## src/inc/dac_consts.svh

```systemverilog
// offsets, field positions, reset values and port timing for the dac control bank
// How it works
// - I level upper byte, read/write, resets zero
// - Q level in two bytes, both reset zero
// - encoding bit: clear twos complement, set offset
// - sinc filter used only while its bit set
// - gain stage bit five, comes out set
// - phase compensation only while bit four set
// - two-bit modulation select, resets to none
// - I level lower byte below upper, resets zero
// - tuning values load only on request rising edge
`ifndef DAC_CONSTS_SVH
`define DAC_CONSTS_SVH

// register addresses on the serial control port
`define ADDR_TEST_CTRL  15'h00F7
`define ADDR_DC_I_LOW   15'h00F8
`define ADDR_DC_I_HIGH  15'h00F9
`define ADDR_DC_Q_LOW   15'h00FA
`define ADDR_DC_Q_HIGH  15'h00FB
`define ADDR_ENCODING   15'h0110
`define ADDR_PATH_CTRL  15'h0111
`define ADDR_TUNE_LOAD  15'h0113
`define ADDR_TUNE_BASE  15'h0114
`define TUNE_BYTES      15'h0008

// field positions
`define BIT_TEST_EN     1
`define BIT_OFFSET_BIN  7
`define BIT_SINC_ON     7
`define BIT_GAIN_ON     5
`define BIT_PHASE_ON    4
`define FLD_MOD_HI      3
`define FLD_MOD_LO      2
`define BIT_LOAD_REQ    0
`define BIT_LOAD_DONE   1

// reset values
`define RST_TEST_CTRL   8'h00
`define RST_DC_BYTE     8'h00
`define RST_ENCODING    8'h00
`define RST_PATH_CTRL   8'h20
`define RST_TUNE_LOAD   8'h00

// serial frame: read flag, 15-bit address, then one data byte
`define INSTR_BITS      4'hF
`define DATA_BITS       4'h7

`endif

```

## src/inc/dac_regs_pkg.sv

```systemverilog
// types shared by the dac control bank and its serial port
package dac_regs_pkg;

   // modulation selected for the datapath
   typedef enum logic [1:0] {
      MOD_NONE   = 2'h0,
      MOD_FINE   = 2'h1,
      MOD_QUART  = 2'h2,
      MOD_EIGHTH = 2'h3
   } mod_sel_t;

   // serial port frame phase
   typedef enum logic [2:0] {
      SP_INSTR = 3'h1,
      SP_DATA  = 3'h2,
      SP_DONE  = 3'h4
   } serial_state_t;

endpackage

```

## src/dac_datapath_control_regs.sv

```systemverilog
// dac datapath control registers, test-level substitution and tuning load
`timescale 1ns/1ps
`default_nettype none
`include "dac_consts.svh"

module dac_datapath_control_regs (
   // clock and reset
   input  wire logic               sys_clk,
   input  wire logic               resetn,
   // serial control port
   input  wire logic               spi_csn,
   input  wire logic               spi_sclk,
   input  wire logic               spi_sdi,
   output logic                    spi_sdo,
   output logic                    spi_sdo_oe,
   // sample streams
   input  wire logic [15:0]        sample_i,
   input  wire logic [15:0]        sample_q,
   output logic [15:0]             out_i,
   output logic [15:0]             out_q,
   // datapath controls
   output logic                    sinc_compensation_on,
   output logic                    gain_stage_on,
   output logic                    phase_compensation_on,
   output dac_regs_pkg::mod_sel_t  modulation,
   // working oscillator settings
   output logic [47:0]             tuning_word,
   output logic [15:0]             phase_offset
);

   logic [1:0]  rst_pipe_q;
   wire  logic  rst_n;
   wire  logic  rd_req;
   wire  logic  wr_req;
   wire  logic [14:0] addr;
   wire  logic [7:0]  wr_data;
   logic [7:0]  rd_data_q;
   logic [7:0]  test_q;
   logic [7:0]  dc_i_lo_q;
   logic [7:0]  dc_i_hi_q;
   logic [7:0]  dc_q_lo_q;
   logic [7:0]  dc_q_hi_q;
   logic [7:0]  enc_q;
   logic [7:0]  path_q;
   logic [7:0]  load_q;
   logic        done_q;
   logic [7:0]  tune_q [8];
   wire  logic [63:0] tune_flat;

   ////////////////////////////////////////////////////////////////////////////
   // reset release through two flops
   always_ff @(posedge sys_clk or negedge resetn)
   begin
      if (!resetn)
         rst_pipe_q <= 2'h0;
      else
         rst_pipe_q <= {rst_pipe_q[0], 1'b1};
   end
   assign rst_n = rst_pipe_q[1];

   // serial access to the register bank
   serial_port u_port (
      .clk     (sys_clk),
      .rst_n   (rst_n),
      .csn     (spi_csn),
      .sclk    (spi_sclk),
      .sdi     (spi_sdi),
      .sdo     (spi_sdo),
      .sdo_oe  (spi_sdo_oe),
      .rd_data (rd_data_q),
      .rd_req  (rd_req),
      .wr_req  (wr_req),
      .addr    (addr),
      .wr_data (wr_data)
   );

   ////////////////////////////////////////////////////////////////////////////
   // address decode
   wire logic [14:0] tune_off = addr - `ADDR_TUNE_BASE;
   wire logic tune_hit  = (tune_off < `TUNE_BYTES);
   wire logic wr_test   = wr_req && addr == `ADDR_TEST_CTRL;
   wire logic wr_i_lo   = wr_req && addr == `ADDR_DC_I_LOW;
   wire logic wr_i_hi   = wr_req && addr == `ADDR_DC_I_HIGH;
   wire logic wr_q_lo   = wr_req && addr == `ADDR_DC_Q_LOW;
   wire logic wr_q_hi   = wr_req && addr == `ADDR_DC_Q_HIGH;
   wire logic wr_enc    = wr_req && addr == `ADDR_ENCODING;
   wire logic wr_path   = wr_req && addr == `ADDR_PATH_CTRL;
   wire logic wr_load   = wr_req && addr == `ADDR_TUNE_LOAD;
   // request bit going from clear to set starts a load
   wire logic load_rise = wr_load && wr_data[`BIT_LOAD_REQ]
                          && !load_q[`BIT_LOAD_REQ];

   // readback mux; unmapped addresses read zero
   wire logic [7:0] load_rd = {load_q[7:2], done_q, load_q[`BIT_LOAD_REQ]};
   wire logic [7:0] rd_mux =
      (addr == `ADDR_TEST_CTRL) ? test_q    :
      (addr == `ADDR_DC_I_LOW)  ? dc_i_lo_q :
      (addr == `ADDR_DC_I_HIGH) ? dc_i_hi_q :
      (addr == `ADDR_DC_Q_LOW)  ? dc_q_lo_q :
      (addr == `ADDR_DC_Q_HIGH) ? dc_q_hi_q :
      (addr == `ADDR_ENCODING)  ? enc_q     :
      (addr == `ADDR_PATH_CTRL) ? path_q    :
      (addr == `ADDR_TUNE_LOAD) ? load_rd   :
      tune_hit                  ? tune_q[tune_off[2:0]] : 8'h00;

   ////////////////////////////////////////////////////////////////////////////
   // byte registers
   always_ff @(posedge sys_clk or negedge rst_n)
   begin
      if (!rst_n)
      begin
         test_q    <= `RST_TEST_CTRL;
         dc_i_lo_q <= `RST_DC_BYTE;
         dc_i_hi_q <= `RST_DC_BYTE;
         dc_q_lo_q <= `RST_DC_BYTE;
         dc_q_hi_q <= `RST_DC_BYTE;
         enc_q     <= `RST_ENCODING;
         path_q    <= `RST_PATH_CTRL;
         load_q    <= `RST_TUNE_LOAD;
         rd_data_q <= 8'h00;
      end
      else
      begin
         if (wr_test) test_q    <= wr_data;
         if (wr_i_lo) dc_i_lo_q <= wr_data;
         if (wr_i_hi) dc_i_hi_q <= wr_data;
         if (wr_q_lo) dc_q_lo_q <= wr_data;
         if (wr_q_hi) dc_q_hi_q <= wr_data;
         if (wr_enc)  enc_q     <= wr_data;
         if (wr_path) path_q    <= wr_data;
         if (wr_load) load_q    <= wr_data;
         if (rd_req)  rd_data_q <= rd_mux;
      end
   end

   // tuning shadow bytes, not used until a load
   genvar g;
   generate
      for (g = 0; g < 8; g = g + 1)
      begin : g_tune
         always_ff @(posedge sys_clk or negedge rst_n)
         begin
            if (!rst_n)
               tune_q[g] <= 8'h00;
            else if (wr_req && tune_hit && tune_off[2:0] == 3'(g))
               tune_q[g] <= wr_data;
         end
         assign tune_flat[g*8 +: 8] = tune_q[g];
      end
   endgenerate

   ////////////////////////////////////////////////////////////////////////////
   // working oscillator state and load acknowledge; a load beats a clear
   always_ff @(posedge sys_clk or negedge rst_n)
   begin
      if (!rst_n)
      begin
         tuning_word  <= 48'h000000000000;
         phase_offset <= 16'h0000;
         done_q       <= 1'b0;
      end
      else if (load_rise)
      begin
         tuning_word  <= tune_flat[47:0];
         phase_offset <= tune_flat[63:48];
         done_q       <= 1'b1;
      end
      else if (wr_load && !wr_data[`BIT_LOAD_REQ])
         done_q <= 1'b0;
   end

   ////////////////////////////////////////////////////////////////////////////
   // datapath controls and sample substitution
   wire logic test_en = test_q[`BIT_TEST_EN];
   wire logic offset_bin = enc_q[`BIT_OFFSET_BIN];
   // offset binary becomes twos complement by flipping the sign bit
   wire logic [15:0] conv_i = {sample_i[15] ^ offset_bin, sample_i[14:0]};
   wire logic [15:0] conv_q = {sample_q[15] ^ offset_bin, sample_q[14:0]};

   always_ff @(posedge sys_clk or negedge rst_n)
   begin
      if (!rst_n)
      begin
         out_i                 <= 16'h0000;
         out_q                 <= 16'h0000;
         sinc_compensation_on  <= 1'b0;
         gain_stage_on         <= 1'b1;
         phase_compensation_on <= 1'b0;
         modulation            <= dac_regs_pkg::MOD_NONE;
      end
      else
      begin
         out_i <= test_en ? {dc_i_hi_q, dc_i_lo_q} : conv_i;
         out_q <= test_en ? {dc_q_hi_q, dc_q_lo_q} : conv_q;
         sinc_compensation_on  <= path_q[`BIT_SINC_ON];
         gain_stage_on         <= path_q[`BIT_GAIN_ON];
         phase_compensation_on <= path_q[`BIT_PHASE_ON];
         modulation <= dac_regs_pkg::mod_sel_t'(
                       path_q[`FLD_MOD_HI:`FLD_MOD_LO]);
      end
   end
endmodule
`default_nettype wire

```

## src/serial_port.sv

```systemverilog
// serial control port slave: one instruction and one data byte per frame
`timescale 1ns/1ps
`default_nettype none
`include "dac_consts.svh"

module serial_port (
   // clock and reset
   input  wire logic        clk,
   input  wire logic        rst_n,
   // serial pins
   input  wire logic        csn,
   input  wire logic        sclk,
   input  wire logic        sdi,
   output logic             sdo,
   output logic             sdo_oe,
   // register access
   input  wire logic [7:0]  rd_data,
   output logic             rd_req,
   output logic             wr_req,
   output logic [14:0]      addr,
   output logic [7:0]       wr_data
);

   dac_regs_pkg::serial_state_t state_q;
   logic        sclk_q;
   logic [15:0] shift_q;
   logic [3:0]  cnt_q;
   logic        rnw_q;
   logic [7:0]  tx_q;
   wire  logic  rise;
   wire  logic  fall;
   wire  logic  tx_first;

   // edges of the serial clock, seen in the system clock
   assign rise     = sclk & ~sclk_q;
   assign fall     = ~sclk & sclk_q;
   assign tx_first = (cnt_q == 4'h0);

   ////////////////////////////////////////////////////////////////////////////
   // receive: shift in on rising edges, decode instruction then data
   always_ff @(posedge clk or negedge rst_n)
   begin
      if (!rst_n)
      begin
         state_q <= dac_regs_pkg::SP_INSTR;
         sclk_q  <= 1'b0;
         shift_q <= 16'h0000;
         cnt_q   <= 4'h0;
         rnw_q   <= 1'b0;
         rd_req  <= 1'b0;
         wr_req  <= 1'b0;
         addr    <= 15'h0000;
         wr_data <= 8'h00;
      end
      else
      begin
         sclk_q <= sclk;
         rd_req <= 1'b0;
         wr_req <= 1'b0;
         if (csn)
         begin
            state_q <= dac_regs_pkg::SP_INSTR;
            cnt_q   <= 4'h0;
         end
         else if (rise)
         begin
            shift_q <= {shift_q[14:0], sdi};
            cnt_q   <= cnt_q + 4'h1;
            unique case (state_q)
               dac_regs_pkg::SP_INSTR:
                  if (cnt_q == `INSTR_BITS)
                  begin
                     rnw_q   <= shift_q[14];
                     addr    <= {shift_q[13:0], sdi};
                     rd_req  <= shift_q[14];
                     state_q <= dac_regs_pkg::SP_DATA;
                  end
               dac_regs_pkg::SP_DATA:
                  if (cnt_q == `DATA_BITS)
                  begin
                     wr_req  <= ~rnw_q;
                     wr_data <= {shift_q[6:0], sdi};
                     state_q <= dac_regs_pkg::SP_DONE;
                  end
               dac_regs_pkg::SP_DONE:
                  state_q <= dac_regs_pkg::SP_DONE; // extra bits ignored
               default:
                  state_q <= dac_regs_pkg::SP_INSTR;
            endcase
         end
      end
   end

   ////////////////////////////////////////////////////////////////////////////
   // transmit: read data leaves msb first on falling edges
   always_ff @(posedge clk or negedge rst_n)
   begin
      if (!rst_n)
      begin
         sdo    <= 1'b0;
         sdo_oe <= 1'b0;
         tx_q   <= 8'h00;
      end
      else if (csn)
         sdo_oe <= 1'b0;
      else if (fall && rnw_q && state_q == dac_regs_pkg::SP_DATA)
      begin
         sdo_oe <= 1'b1;
         sdo    <= tx_first ? rd_data[7] : tx_q[7];
         tx_q   <= tx_first ? {rd_data[6:0], 1'b0} : {tx_q[6:0], 1'b0};
      end
   end

endmodule
`default_nettype wire

```

## config.mk

```make
export PLATFORM = sky130hd
export DESIGN_NAME = dac_datapath_control_regs
export DESIGN_NICKNAME = d
export VERILOG_FILES = /design/src/inc/dac_regs_pkg.sv /design/src/dac_datapath_control_regs.sv /design/src/serial_port.sv
export VERILOG_INCLUDE_DIRS = /design/src /design/src/inc
export SDC_FILE = /design/constraint.sdc
export NUM_CORES = 1
export LEC_CHECK = 0
export BUFFER_PORTS_ARGS = -buffer_cell sky130_fd_sc_hd__buf_2
export CAP_MARGIN = 25
export CELL_PAD_IN_SITES_DETAIL_PLACEMENT = 1
export CELL_PAD_IN_SITES_GLOBAL_PLACEMENT = 1
export CORE_MARGIN = 5
export CORE_UTILIZATION = 45
export CTS_BUF_LIST = sky130_fd_sc_hd__clkbuf_4
export DETAILED_ROUTE_END_ITERATION = 12
export PLACE_DENSITY = 0.81
export SLEW_MARGIN = 25
export SYNTH_ARGS = -nofsm -noshare
export SYNTH_HDL_FRONTEND = slang
export SYNTH_HIERARCHICAL = 1
export SYNTH_SLANG_ARGS = --single-unit
export TNS_END_PERCENT = 30
```

## constraint.sdc

```tcl
create_clock -name sys_clk -period 23.6 [get_ports sys_clk]
set_input_delay 2.36 -clock sys_clk [delete_from_list [all_inputs] [get_ports sys_clk]]
set_output_delay 2.36 -clock sys_clk [all_outputs]
set_load 0.02 [all_outputs]
```

==> results.sh <==
export IMPL_gp_congestion=0.8527
export IMPL_grt_first_pass_wirelength_um=50710
export IMPL_worst_pin_slew_ns=0.9885
export IMPL_antenna_left=0
export IMPL_grt_antenna_before_repair=1
export IMPL_synth_distinct_cells=73
export IMPL_synth_top_area_share_pct=57.08
export IMPL_cts_tree="built"
export IMPL_syn_nets=946
export IMPL_clockBufferDepth=3
export IMPL_post_route_period_util_pct=17.91
export IMPL_synthCells=903
export IMPL_ios=140
export IMPL_syn_cell_area_mm2=0.01289
export IMPL_synth_common_cells="dfrtp_1, mux2_2, mux2_1"
export IMPL_synth_area_per_cell_um2=14.27
export IMPL_p_seq_share_pct=51.1
export IMPL_clk_pin_slew_ns=0.08
export IMPL_clock_latency_ns=0.71
export IMPL_post_cts_setup_buffers=0
export IMPL_synth_top_area_cell="dfrtp_1"
export IMPL_die_area_mm2=0.03213
export IMPL_post_synth_top_count_cell="dfrtp_1"
export IMPL_critical_path_class="reg -> reg"
export IMPL_yosys_warnings=6
export IMPL_routed_wl_um=31830
export IMPL_numCtsBuffers=80
export IMPL_finalHoldViolations=0
export IMPL_yosysSeqAreaShare_pct=57.69
export IMPL_async_reset_ff_share_pct=100.0
export IMPL_dpl_hpwl_um=20940
export IMPL_maxCapViolCount=0
export IMPL_pwr_share_comb_pct=3.4
export IMPL_fmax_mhz=236.7
export IMPL_drt_iter0_drc=475
export IMPL_p_total_w=0.001034
export IMPL_vias=8299
export IMPL_grt_max_degree=175
export IMPL_outcome="finished clean"
export IMPL_die_h_um=179.2
export IMPL_clkPwrFrac_pct=45.5
export IMPL_fin_hold_ws_ns=0.3471
export IMPL_grt_usage_pct=20.26
export IMPL_fill_cells=2914
export IMPL_hold_class="reg -> async"
export IMPL_post_cts_resized=0
export IMPL_required_ns=24.17
export IMPL_drive_gt1_share_pct=45.29
export IMPL_drtPass1Iterations=5
export IMPL_worstSetupEndpointType="flop"
export IMPL_finalSetupTns_ns=0
export IMPL_fp_dieW_um=179.2
export IMPL_start_util_pct=45.28
export IMPL_p_sw_w=0.0002417
export IMPL_ctsRootBufferMaster="clkbuf_4"
export IMPL_worstPathArrival_ns=4.79
export IMPL_hold_buffers=0
export IMPL_leakage_nw=7.462
export IMPL_final_max_slew_viol_count=0
export IMPL_p_int_w=0.0007927
export IMPL_numPortBuffers=139
export IMPL_power_density_mw_per_mm2=69.41
export IMPL_clock_sinks=297
export IMPL_wire_per_inst_um=20.94
export IMPL_vias_per_cell=5.460
export IMPL_startpoint_type="flop"
export IMPL_area_delta_synth_final_pct=15.62
export IMPL_nets=1120
export IMPL_post_route_min_period_ns=4.226
export IMPL_drc=0
export IMPL_slew_headroom_pct=34.10
export IMPL_cp_max_fo=22
export IMPL_p_sw_share_pct=23.36
export IMPL_rsz0062_at_grt="no"
export IMPL_synth_edf_count=0
export IMPL_finalSetupViolCount=0
export IMPL_ys_top_cells_by_area="dfrtp_1, mux2_2, mux2_1"
export IMPL_core_mm2=0.02847
export IMPL_grt_overflow_total=0
export IMPL_htree_levels=3
export IMPL_clock_skew_final_ns=0.05152
export IMPL_grt_pass1_vias=9069
export IMPL_ys_flop_type="dfrtp_1"
export IMPL_ir_worst_vdd_mv=0.03727
export IMPL_rows=62
export IMPL_ys_ff_latch=297
==> final cells by class <==
class                      instances  area (um2)  share of cell area [%]
clock buffer                     116       870.8                   5.843
inverter                          14       52.55                  0.3526
sequential                       297        7441                   49.93
multi-input combinational        536        5094                   34.18
timing repair buffer             148       779.5                   5.230
clock inverter                    24       182.7                   1.226
tap                              384       480.5                   3.224
antenna                            1       2.502                 0.01679
==> kinds of logic after synthesis <==
logic type	count (synthesis)	share of synthesized area (%)
multiplexers	301	27.64
adder cells (fa/ha/maj)	6	0.5824
AO/OA/AOI/OAI	95	4.921
XOR/XNOR	5	0.3398
AND/OR/NAND/NOR	128	5.902
buffers and inverters	70	2.902
other	1	0.02909
flip-flops	297	57.69
==> routing by layer <==
layer | vias to the layer above | GRT usage (%) | part of all wire, %
li1 | 3702 | - | -
met1 | 4320 | 26.84 | 44
met2 | 226 | 33.85 | 50
met3 | 51 | 3.943 | 4.8
met4 | 0 | 6.284 | 1.9
met5 | - | 0 | 0
==> path summary, 6_finish.rpt <==
check,startpoint,end,slack [ns],cells past startpoint
hold / removal,rst_pipe_q[1]$_DFF_PN0_,tune_flat[47]$_DFFE_PN0P_,0.35,0
min in group sys_clk,rst_pipe_q[0]$_DFF_PN0_,rst_pipe_q[1]$_DFF_PN0_,0.36,0
setup / recovery,u_port/addr[2]$_DFFE_PN0P_,tune_flat[17]$_DFFE_PN0P_,19.37,7
setup reg to reg,u_port/addr[2]$_DFFE_PN0P_,tune_flat[17]$_DFFE_PN0P_,19.37,7
max in group asynchronous,rst_pipe_q[1]$_DFF_PN0_,out_q[4]$_DFF_PN0_,21.33,2
hold reg to reg,rst_pipe_q[1]$_DFF_PN0_,tune_flat[47]$_DFFE_PN0P_,0.35,0
==> power groups by stage <==
| stage | sequential, W | combinational [W] | clock [W] |
|---|---|---|---|
| floorplan | 0.000545 | 0.0000145 | 0 |
| global placement | 0.000538 | 0.0000350 | 0 |
| detailed placement | 0.000539 | 0.0000359 | 0 |
| CTS | 0.000529 | 0.0000360 | 0.000487 |
| global route | 0.000530 | 0.0000395 | 0.000516 |
| finish | 0.000529 | 0.0000351 | 0.000470 |
==> through the flow <==
stage                     setup WS (ns)  cell area (um2)  util, %  cells
after floorplan                   14.72            12890        -    903
after detailed placement          19.42            13840    48.62   1379
after global routing              19.17            14900    52.35   1520
final                             19.37            14900    52.35   1520
after CTS                         19.43            14890    52.32   1519
after global placement            19.47            13840    48.60   1379
==> worst max-delay path, cell delays in order (launching register included) <==
cell,delay (ns)
dfrtp_1,0.99
clkinv_1,0.58
ha_1,0.39
nor4b_1,0.26
o21ai_1,0.22
a21oi_1,0.64
and4_1,0.63
mux2_2,0.41
==> registers in the layout (all words and copies together), names as in the netlist, 2 cells and up <==
signal / cells
tune_flat: 64
tuning_word: 48
out_i: 16
out_q: 16
phase_offset: 16
u_port/addr: 15
u_port/shift_q: 15
dc_i_hi_q: 8
dc_i_lo_q: 8
dc_q_hi_q: 8
dc_q_lo_q: 8
enc_q: 8
path_q: 8
rd_data_q: 8
test_q: 8
u_port/wr_data: 8
load_q: 7
u_port/tx_q: 7
u_port/cnt_q: 4
u_port/state_q: 3
modulation: 2
rst_pipe_q: 2
==> cells in the final DEF, fill, tap and decap left out, types with 10 or more instances in the layout <==
cell type / netlist / layout
nor2_1: 14 / 13
a21oi_1: 21 / 21
a211oi_1: 10 / 10
inv_1: 13 / 13
o22ai_1: 12 / 12
buf_2: 6 / 139
mux2i_1: 15 / 15
mux4_2: 14 / 14
o21ai_0: 16 / 16
clkinv_1: 1 / 18
nand3_1: 11 / 11
dfrtp_1: 294 / 292
mux2_2: 203 / 203
mux2_1: 60 / 60
clkbuf_4: 0 / 116
nand2_1: 42 / 42
Power figures use the tool's default switching activity.
